## config.mk

```make
export PLATFORM = sky130hd
export DESIGN_NAME = status_flags_and_interrupt_ctrl
export DESIGN_NICKNAME = d
export VERILOG_FILES = /design/src/rtl/status_irq_pkg.sv /design/src/rtl/status_flags_and_interrupt_ctrl.sv /design/src/rtl/flag_calc.sv
export SDC_FILE = /design/constraint.sdc
export NUM_CORES = 1
export LEC_CHECK = 0
export ABC_AREA = 1
export BUFFER_PORTS_ARGS = -buffer_cell sky130_fd_sc_hd__buf_4
export CORE_MARGIN = 2
export CORE_UTILIZATION = 50
export CTS_CLUSTER_SIZE = 20
export DETAILED_ROUTE_END_ITERATION = 7
export PLACE_DENSITY = 0.75
export RECOVER_POWER = 100
export SKIP_CTS_REPAIR_TIMING = 1
export SYNTH_ARGS = -nofsm -noshare
export SYNTH_HDL_FRONTEND = slang
export SYNTH_SLANG_ARGS = --single-unit
```

## constraint.sdc

```tcl
create_clock -name clock -period 4 [get_ports clock]
set_clock_uncertainty 0.2 [all_clocks]
set_input_delay 0.6 -clock clock [delete_from_list [all_inputs] [get_ports clock]]
set_output_delay 0.6 -clock clock [all_outputs]
set_load 0.05 [all_outputs]
```

## src/rtl/status_irq_pkg.sv

```systemverilog
// constants and types shared by the status flag and interrupt control block
package status_irq_pkg;

	// ****************************************************************
	// register addresses in data memory
	// ****************************************************************
	localparam logic [7:0] ARITH_FLAG_ADDR   = 8'h0a;
	localparam logic [7:0] IRQ_CTRL_ADDR     = 8'h0b;
	localparam logic [7:0] USB_CTRL_ADDR     = 8'h1a;
	localparam logic [7:0] EP_REQ_ADDR       = 8'h1b;

	// ****************************************************************
	// arithmetic flag register fields
	// ****************************************************************
	localparam int CARRY_BIT      = 0;
	localparam int HALF_CARRY_BIT = 1;
	localparam int ZERO_BIT       = 2;
	localparam int OVERFLOW_BIT   = 3;
	localparam int POWER_DOWN_BIT = 4;
	localparam int TIMEOUT_BIT    = 5;

	// ****************************************************************
	// interrupt enable and request register fields
	// ****************************************************************
	localparam int GLOBAL_EN_BIT  = 0;
	localparam int USB_EN_BIT     = 1;
	localparam int TIMER0_EN_BIT  = 2;
	localparam int TIMER1_EN_BIT  = 3;
	localparam int USB_REQ_BIT    = 4;
	localparam int TIMER0_REQ_BIT = 5;
	localparam int TIMER1_REQ_BIT = 6;

	// ****************************************************************
	// usb control register fields
	// ****************************************************************
	localparam int SUSPEND_BIT = 0;
	localparam int RESUME_BIT  = 3;

	// ****************************************************************
	// vectors, in priority order usb, timer 0, timer 1
	// ****************************************************************
	localparam logic [7:0] USB_VECTOR    = 8'h04;
	localparam logic [7:0] TIMER0_VECTOR = 8'h08;
	localparam logic [7:0] TIMER1_VECTOR = 8'h0c;

	// ****************************************************************
	// reset values
	// ****************************************************************
	localparam logic [3:0] ARITH_RESET   = 4'h0;
	localparam logic [3:0] ENABLE_RESET  = 4'h0;
	localparam logic [2:0] REQUEST_RESET = 3'h0;

	// ****************************************************************
	// alu operations; all but op_none touch the flags
	// ****************************************************************
	typedef enum logic [3:0] {
		op_none,
		op_add,
		op_adc,
		op_sub,
		op_sbc,
		op_and,
		op_or,
		op_xor,
		op_rlc,
		op_rrc
	} alu_op_e;

endpackage

```

## src/rtl/status_flags_and_interrupt_ctrl.sv

```systemverilog
// arithmetic status flags and three-source interrupt controller
`timescale 1ns/10ps
module status_flags_and_interrupt_ctrl #(
	parameter int ENDPOINTS = 3
) (
	input  wire logic                    clock,
	input  wire logic                    reset,
	input  wire logic                    clock_enable,
	input  wire logic                    second_clock_phase,
	input  wire logic [7:0]              reg_addr,
	input  wire logic                    reg_write,
	input  wire logic [7:0]              reg_wdata,
	output logic      [7:0]              reg_rdata,
	input  wire status_irq_pkg::alu_op_e alu_op,
	input  wire logic [7:0]              alu_a,
	input  wire logic [7:0]              alu_b,
	output logic      [7:0]              alu_result,
	output logic                         carry_flag,
	input  wire logic                    watchdog_timeout,
	input  wire logic                    watchdog_clear_instr,
	input  wire logic                    halt_instr,
	input  wire logic [ENDPOINTS-1:0]    endpoint_access,
	input  wire logic                    usb_suspend,
	input  wire logic                    usb_resume,
	input  wire logic                    usb_bus_reset,
	input  wire logic                    timer0_overflow,
	input  wire logic                    timer1_overflow,
	input  wire logic                    stack_full,
	input  wire logic                    interrupt_return_instr,
	input  wire logic                    plain_return_instr,
	output logic                         irq_call,
	output logic      [7:0]              irq_vector
);
	// ****************************************************************
	// parameter check
	// ****************************************************************
	if (ENDPOINTS < 1 || ENDPOINTS > 8)
	begin : bad_endpoints
		$error("endpoint count must be 1 to 8");
	end

	// ****************************************************************
	// state
	// ****************************************************************
	typedef struct packed {
		logic [3:0]           arith;
		logic                 power_down_flag;
		logic                 watchdog_timeout_flag;
		logic [3:0]           enables;
		logic [2:0]           requests;
		logic [ENDPOINTS-1:0] endpoint_request_register;
		logic                 suspend_line;
		logic                 resume_line;
		logic [7:0]           rdata;
		logic [7:0]           result;
		logic                 call;
		logic [7:0]           vector;
	} state_s;

	state_s               state;
	state_s               next_state;
	logic [7:0]           calc_result;
	logic [3:0]           calc_flags;
	logic [3:0]           calc_mask;
	logic [ENDPOINTS-1:0] next_endpoint;
	logic                 write_arith;
	logic                 write_irq;
	logic                 write_usb;
	logic                 write_endpoint;
	logic [2:0]           pending;
	logic [2:0]           set_requests;
	logic                 take;

	flag_calc alu_flags (
		.op        (alu_op),
		.a         (alu_a),
		.b         (alu_b),
		.carry_in  (state.arith[status_irq_pkg::CARRY_BIT]),
		.result    (calc_result),
		.flags     (calc_flags),
		.flag_mask (calc_mask)
	);

	assign write_arith    = reg_write && reg_addr == status_irq_pkg::ARITH_FLAG_ADDR;
	assign write_irq      = reg_write && reg_addr == status_irq_pkg::IRQ_CTRL_ADDR;
	assign write_usb      = reg_write && reg_addr == status_irq_pkg::USB_CTRL_ADDR;
	assign write_endpoint = reg_write && reg_addr == status_irq_pkg::EP_REQ_ADDR;

	// ****************************************************************
	// endpoint request bits
	// ****************************************************************
	// a write of zero clears, but an access in the same cycle keeps the bit
	for (genvar i = 0; i < ENDPOINTS; i++)
	begin : endpoint_bits
		assign next_endpoint[i] = (write_endpoint ? reg_wdata[i] : state.endpoint_request_register[i])
			| endpoint_access[i];
	end

	// bit order of requests: 0 usb, 1 timer 0, 2 timer 1
	assign set_requests = {timer1_overflow, timer0_overflow,
		(|endpoint_access) | usb_suspend | usb_resume | usb_bus_reset};
	assign pending      = state.requests & state.enables[3:1];
	// only latched requests are seen, so an event lands at the following phase edge
	assign take         = second_clock_phase && state.enables[status_irq_pkg::GLOBAL_EN_BIT]
		&& !stack_full && (|pending);

	// ****************************************************************
	// next state
	// ****************************************************************
	always_comb
	begin
		next_state      = state;
		next_state.call = 1'b0;

		// alu results first; an explicit write to the register overrides them
		if (calc_mask != 4'h0)
		begin
			next_state.result = calc_result;
			next_state.arith  = (state.arith & ~calc_mask) | (calc_flags & calc_mask);
		end
		if (write_arith)
		begin
			next_state.arith = reg_wdata[3:0];
		end

		if (watchdog_clear_instr || halt_instr)
		begin
			next_state.watchdog_timeout_flag = 1'b0;
		end
		if (watchdog_timeout)
		begin
			next_state.watchdog_timeout_flag = 1'b1;
		end
		if (watchdog_clear_instr)
		begin
			next_state.power_down_flag = 1'b0;
		end
		if (halt_instr)
		begin
			next_state.power_down_flag = 1'b1;
		end

		if (write_irq)
		begin
			next_state.enables  = reg_wdata[3:0];
			next_state.requests = reg_wdata[6:4];
		end
		if (interrupt_return_instr)
		begin
			next_state.enables[status_irq_pkg::GLOBAL_EN_BIT] = 1'b1;
		end

		// only the program counter goes on the stack; the core does the push
		if (take)
		begin
			next_state.call                                   = 1'b1;
			next_state.enables[status_irq_pkg::GLOBAL_EN_BIT] = 1'b0;
			if (pending[0])
			begin
				next_state.vector      = status_irq_pkg::USB_VECTOR;
				next_state.requests[0] = 1'b0;
			end
			else if (pending[1])
			begin
				next_state.vector      = status_irq_pkg::TIMER0_VECTOR;
				next_state.requests[1] = 1'b0;
			end
			else
			begin
				next_state.vector      = status_irq_pkg::TIMER1_VECTOR;
				next_state.requests[2] = 1'b0;
			end
		end
		// requests are sticky whatever the enables say
		next_state.requests = next_state.requests | set_requests;

		next_state.endpoint_request_register = next_endpoint;
		next_state.suspend_line = (write_usb ? reg_wdata[status_irq_pkg::SUSPEND_BIT] : state.suspend_line)
			| usb_suspend;
		next_state.resume_line  = (write_usb ? reg_wdata[status_irq_pkg::RESUME_BIT] : state.resume_line)
			| usb_resume;

		case (reg_addr)
			status_irq_pkg::ARITH_FLAG_ADDR: next_state.rdata = {2'b00, state.watchdog_timeout_flag,
				state.power_down_flag, state.arith};
			status_irq_pkg::IRQ_CTRL_ADDR:   next_state.rdata = {1'b0, state.requests, state.enables};
			status_irq_pkg::USB_CTRL_ADDR:   next_state.rdata = {4'h0, state.resume_line, 2'b00, state.suspend_line};
			status_irq_pkg::EP_REQ_ADDR:     next_state.rdata = 8'(state.endpoint_request_register);
			default:                         next_state.rdata = 8'h00;
		endcase
	end

	// ****************************************************************
	// registers
	// ****************************************************************
	// power-up is the reset: both watchdog flags clear
	always_ff @(posedge clock or posedge reset)
	begin
		if (reset)
		begin
			state          <= '0;
			state.arith    <= status_irq_pkg::ARITH_RESET;
			state.enables  <= status_irq_pkg::ENABLE_RESET;
			state.requests <= status_irq_pkg::REQUEST_RESET;
		end
		else if (clock_enable)
		begin
			state <= next_state;
		end
	end

	assign reg_rdata  = state.rdata;
	assign alu_result = state.result;
	assign carry_flag = state.arith[status_irq_pkg::CARRY_BIT];
	assign irq_call   = state.call;
	assign irq_vector = state.vector;

	// ****************************************************************
	// checks
	// ****************************************************************
	unused_bits_zero_a: assert property (
		@(posedge clock) disable iff (reset)
		clock_enable && reg_addr == status_irq_pkg::ARITH_FLAG_ADDR |=> reg_rdata[7:6] == 2'b00)
		else $error("flag register upper bits not zero");

	write_keeps_watchdog_a: assert property (
		@(posedge clock) disable iff (reset)
		clock_enable && write_arith && !watchdog_clear_instr && !halt_instr && !watchdog_timeout
		|=> $stable(state.power_down_flag) && $stable(state.watchdog_timeout_flag))
		else $error("software write changed a watchdog flag");

	timeout_sets_a: assert property (
		@(posedge clock) disable iff (reset)
		clock_enable && watchdog_timeout |=> state.watchdog_timeout_flag)
		else $error("timeout did not set its flag");

	halt_flags_a: assert property (
		@(posedge clock) disable iff (reset)
		clock_enable && halt_instr && !watchdog_timeout
		|=> state.power_down_flag && !state.watchdog_timeout_flag)
		else $error("halt left the wrong watchdog flags");

	call_clears_global_a: assert property (
		@(posedge clock) disable iff (reset)
		irq_call |-> !state.enables[status_irq_pkg::GLOBAL_EN_BIT])
		else $error("global enable still set after a call");

	stack_full_blocks_a: assert property (
		@(posedge clock) disable iff (reset)
		clock_enable && stack_full |=> !irq_call)
		else $error("call taken while the stack was full");

	interrupt_return_instr_enables_a: assert property (
		@(posedge clock) disable iff (reset)
		clock_enable && interrupt_return_instr && !take
		|=> state.enables[status_irq_pkg::GLOBAL_EN_BIT])
		else $error("interrupt return did not set global enable");

	call_on_phase_a: assert property (
		@(posedge clock) disable iff (reset)
		irq_call && $past(clock_enable) |-> $past(second_clock_phase))
		else $error("call away from a second phase edge");

	priority_order_a: assert property (
		@(posedge clock) disable iff (reset)
		irq_call && $past(clock_enable) && irq_vector != status_irq_pkg::USB_VECTOR |-> !$past(pending[0]))
		else $error("lower priority served over pending usb");

	request_sticky_a: assert property (
		@(posedge clock) disable iff (reset)
		clock_enable && state.requests[1] && !take && !write_irq |=> state.requests[1])
		else $error("timer 0 request dropped without service");

	set_beats_clear_a: assert property (
		@(posedge clock) disable iff (reset)
		clock_enable && timer1_overflow |=> state.requests[2])
		else $error("timer 1 event lost");

	usb_vector_a: assert property (
		@(posedge clock) disable iff (reset)
		clock_enable && take && pending[0] |=> irq_call && irq_vector == status_irq_pkg::USB_VECTOR)
		else $error("usb service did not call 04h");
endmodule

```

## src/rtl/flag_calc.sv

```systemverilog
// combinational alu result and flag generation
`timescale 1ns/10ps
module flag_calc (
	input  wire status_irq_pkg::alu_op_e op,
	input  wire logic [7:0]              a,
	input  wire logic [7:0]              b,
	input  wire logic                    carry_in,
	output logic      [7:0]              result,
	output logic      [3:0]              flags,
	output logic      [3:0]              flag_mask
);
	logic       [7:0] operand;
	logic             cin;
	logic       [8:0] sum;
	logic       [4:0] low_sum;
	logic       [7:0] low7_sum;
	logic             arith;

	always_comb
	begin
		arith     = 1'b0;
		operand   = b;
		cin       = 1'b0;
		result    = 8'h00;
		flags     = 4'h0;
		flag_mask = 4'h0;
		case (op)
			status_irq_pkg::op_add: arith = 1'b1;
			status_irq_pkg::op_adc:
			begin
				arith = 1'b1;
				cin   = carry_in;
			end
			// subtraction adds the complement, so carry out means no borrow
			status_irq_pkg::op_sub:
			begin
				arith   = 1'b1;
				operand = ~b;
				cin     = 1'b1;
			end
			status_irq_pkg::op_sbc:
			begin
				arith   = 1'b1;
				operand = ~b;
				cin     = carry_in;
			end
			default: arith = 1'b0;
		endcase
		sum      = {1'b0, a} + {1'b0, operand} + {8'h00, cin};
		low_sum  = {1'b0, a[3:0]} + {1'b0, operand[3:0]} + {4'h0, cin};
		low7_sum = {1'b0, a[6:0]} + {1'b0, operand[6:0]} + {7'h00, cin};
		if (arith)
		begin
			result                                   = sum[7:0];
			flags[status_irq_pkg::CARRY_BIT]         = sum[8];
			flags[status_irq_pkg::HALF_CARRY_BIT]    = low_sum[4];
			flags[status_irq_pkg::OVERFLOW_BIT]      = low7_sum[7] ^ sum[8];
			flags[status_irq_pkg::ZERO_BIT]          = (sum[7:0] == 8'h00);
			flag_mask                                = 4'hf;
		end
		else
		begin
			case (op)
				status_irq_pkg::op_and: result = a & b;
				status_irq_pkg::op_or:  result = a | b;
				status_irq_pkg::op_xor: result = a ^ b;
				status_irq_pkg::op_rlc: result = {a[6:0], carry_in};
				status_irq_pkg::op_rrc: result = {carry_in, a[7:1]};
				default:                result = 8'h00;
			endcase
			if (op == status_irq_pkg::op_rlc || op == status_irq_pkg::op_rrc)
			begin
				flags[status_irq_pkg::CARRY_BIT]     = (op == status_irq_pkg::op_rlc) ? a[7] : a[0];
				flag_mask[status_irq_pkg::CARRY_BIT] = 1'b1;
			end
			else if (op != status_irq_pkg::op_none)
			begin
				flags[status_irq_pkg::ZERO_BIT]      = (result == 8'h00);
				flag_mask[status_irq_pkg::ZERO_BIT]  = 1'b1;
			end
		end
	end
endmodule

```

==> results.sh <==
export IMPL_status="complete, but fails checks"
export IMPL_violations="max-capacitance violations, max-slew violations"
export IMPL_cts_inserted_buffers=5
export IMPL_hold_class="flop to flop"
export IMPL_synth_compound_area_share=0.145
export IMPL_ys_types=46
export IMPL_clockBufferDepth=2
export IMPL_leakage_nw=1.94
export IMPL_drive_gt1_frac=0.148
export IMPL_clk_pin_slew_worst_paths_ns=0.08
export IMPL_synth_largest_area_cell="dfrtp_1"
export IMPL_via_per_inst=5.30
export IMPL_setup_viol=0
export IMPL_first_iter_violations=196
export IMPL_grt_pass1_wl_um=13900
export IMPL_max_freq_mhz=285
export IMPL_io_pins=81
export IMPL_postSynthCellCount=463
export IMPL_num_rows=29
export IMPL_hold_ws_ns=0.280
export IMPL_synth_top_area_share=0.280
export IMPL_syn_avg_cell_area_um2=6.96
export IMPL_cap_violations=1
export IMPL_worstSkewPairLatency_ns=0.29
export IMPL_drc=0
export IMPL_htreeDepth=2
export IMPL_wl_per_cell_um=14.2
export IMPL_synthFlopType="dfrtp_1"
export IMPL_cts_tree="done"
export IMPL_synth_top_family_by_area="simple AND/OR/NAND/NOR gates"
export IMPL_die_w_um=84.3
export IMPL_muxShareOfSynthArea=0.00349
export IMPL_area_growth_pct=15.1
export IMPL_async_reset_ff_frac=1.00
export IMPL_antenna_found_initial=0
export IMPL_peakVddDrop_mv=0.187
export IMPL_synth_area_leaders="dfrtp_1, nand2_1, ha_1"
export IMPL_synth_simple_gate_area_frac=0.306
export IMPL_track_usage=0.241
export IMPL_die_area_um2=7100
export IMPL_grt_max_degree=37
export IMPL_syn_area_um2=3220
export IMPL_core_um2=6280
export IMPL_wl_um=8510
export IMPL_layout_commonest_cell="nand2_1"
export IMPL_final_cell_mix="nand2_1, inv_1, buf_4"
export IMPL_startpoint_type="input pin"
export IMPL_period_share=0.878
export IMPL_die_h_um=84.3
export IMPL_regArea_um2=901
export IMPL_crit_fanout=8
export IMPL_relSlewSlack=-0.274
export IMPL_routabilityCongestion=0.908
export IMPL_slew_violations=37
export IMPL_period_needed_ns=3.51
export IMPL_critPathKind="input pin to flop"
export IMPL_hold_violations=0
export IMPL_start_util=0.513
export IMPL_dp_hpwl_um=6820
export IMPL_ant_nets=0
export IMPL_root_buffer="clkbuf_8"
export IMPL_power_density_nw_per_um2=303
export IMPL_cp_end_kind="flop"
export IMPL_cp_required_ns=4.02
export IMPL_grt_overflow_total=0
export IMPL_fin_setup_tns_ns=0
export IMPL_first_pass_iters=4
export IMPL_dr_total_vias=3171
export IMPL_arrival_ns=3.53
export IMPL_grt_setup_unrepaired="false"
export IMPL_n_antenna_cell=0
export IMPL_seq_area_frac_synth=0.280
export IMPL_synthAdderAreaFrac=0.102
export IMPL_synthXorXnorAreaFrac=0.0245
export IMPL_nets=600
export IMPL_worstMarginPinSlew_ns=1.91
export IMPL_finish_utilization=0.591
export IMPL_fillers=644
export IMPL_multiInputGateArea_um2=1890
export IMPL_synth_edf_count=0
export IMPL_yosys_warnings=0
export IMPL_synth_seq_cells=36
export IMPL_cts_sinks=36
export IMPL_grt_pass1_vias=3067
export IMPL_io_buffer_count=71
==> metrics by stage <==
stage,power [mW],cells,area (um2),worst slack [ns]
global placement,0.820,590,3690,0.496
CTS,1.15,598,3800,0.720
detailed placement,0.827,590,3690,0.409
finish,1.12,598,3710,0.489
global route,1.19,598,3710,0.272
floorplan,0.718,469,3250,0.957
==> report_power, final <==
group,switching [mW],internal (mW)
Sequential,0.0218,0.394
Clock,0.137,0.184
Combinational,0.265,0.121
Total,0.424,0.699
==> worst max-delay path: stages <==
cell and delay (ns):
clkbuf_1 0.17, nor2_1 0.15, nand2_1 0.17, inv_1 0.07, nor2_2 0.43, xor2_1 0.17
fa_1 0.42, inv_1 0.11, fa_1 0.22, nand2_1 0.06, nand2_1 0.15, nand2_1 0.13
nor3_1 0.23, nor2_1 0.10, o21ai_0 0.16, a21oi_1 0.09, o21ai_1 0.13
==> path summary, 6_finish.rpt <==
path | startpoint | end | slack [ns] | depth (start not counted)
min reg2reg | reg_rdata[4]$_DFFE_PP0P_ | reg_rdata[4]$_DFFE_PP0P_ | 0.28 | 2
min | reg_rdata[4]$_DFFE_PP0P_ | reg_rdata[4]$_DFFE_PP0P_ | 0.28 | 2
min in group asynchronous | reset | alu_result[5]$_DFFE_PP0P_ | 0.79 | 3
max in group asynchronous | reset | alu_result[0]$_DFFE_PP0P_ | 1.71 | 3
max | alu_op[1] | flop | 0.49 | 17
max reg2reg | flop | flop | 1.29 | 15
==> synth_stat cells (2+ instances only) <==
master and number:
nand2_1 108, inv_1 63, nor2_1 45, nand3_1 41, dfrtp_1 36, o21ai_0 31
buf_4 25, ha_1 23, a21oi_1 14, a22oi_1 9, xor2_1 8, nor2_2 7
nand3b_1 5, a31oi_1 4, clkbuf_1 3, nand2_2 3, nor3_1 3, a41oi_1 2
fa_1 2, nand4_1 2, o211ai_1 2, o21ai_1 2, o21bai_1 2
==> layer usage <==
metal  global-route usage  part of all wire
met5                    0                 0
met3               0.0364             0.059
met2                0.442              0.50
met4                0.101             0.026
met1                0.278              0.41
==> cells by family (layout without fill, tap and decap cells) <==
logic type,count (synthesis),in the layout
simple gates,221,221
buf+inv,94,146
compound gates,76,76
flops,36,36
fa+ha+maj,25,25
xor+xnor,9,9
other cells,1,7
mux,1,1
==> layout make-up <==
cell class	instances	share of cell area
multi-input cells	339	0.510
well taps	77	0.0260
clock inverters	3	0.0115
flip-flops and latches	36	0.243
inverters	64	0.0648
clock buffers	5	0.0185
repair buffers	74	0.126
No activity file was read; power rests on OpenSTA's default activity.
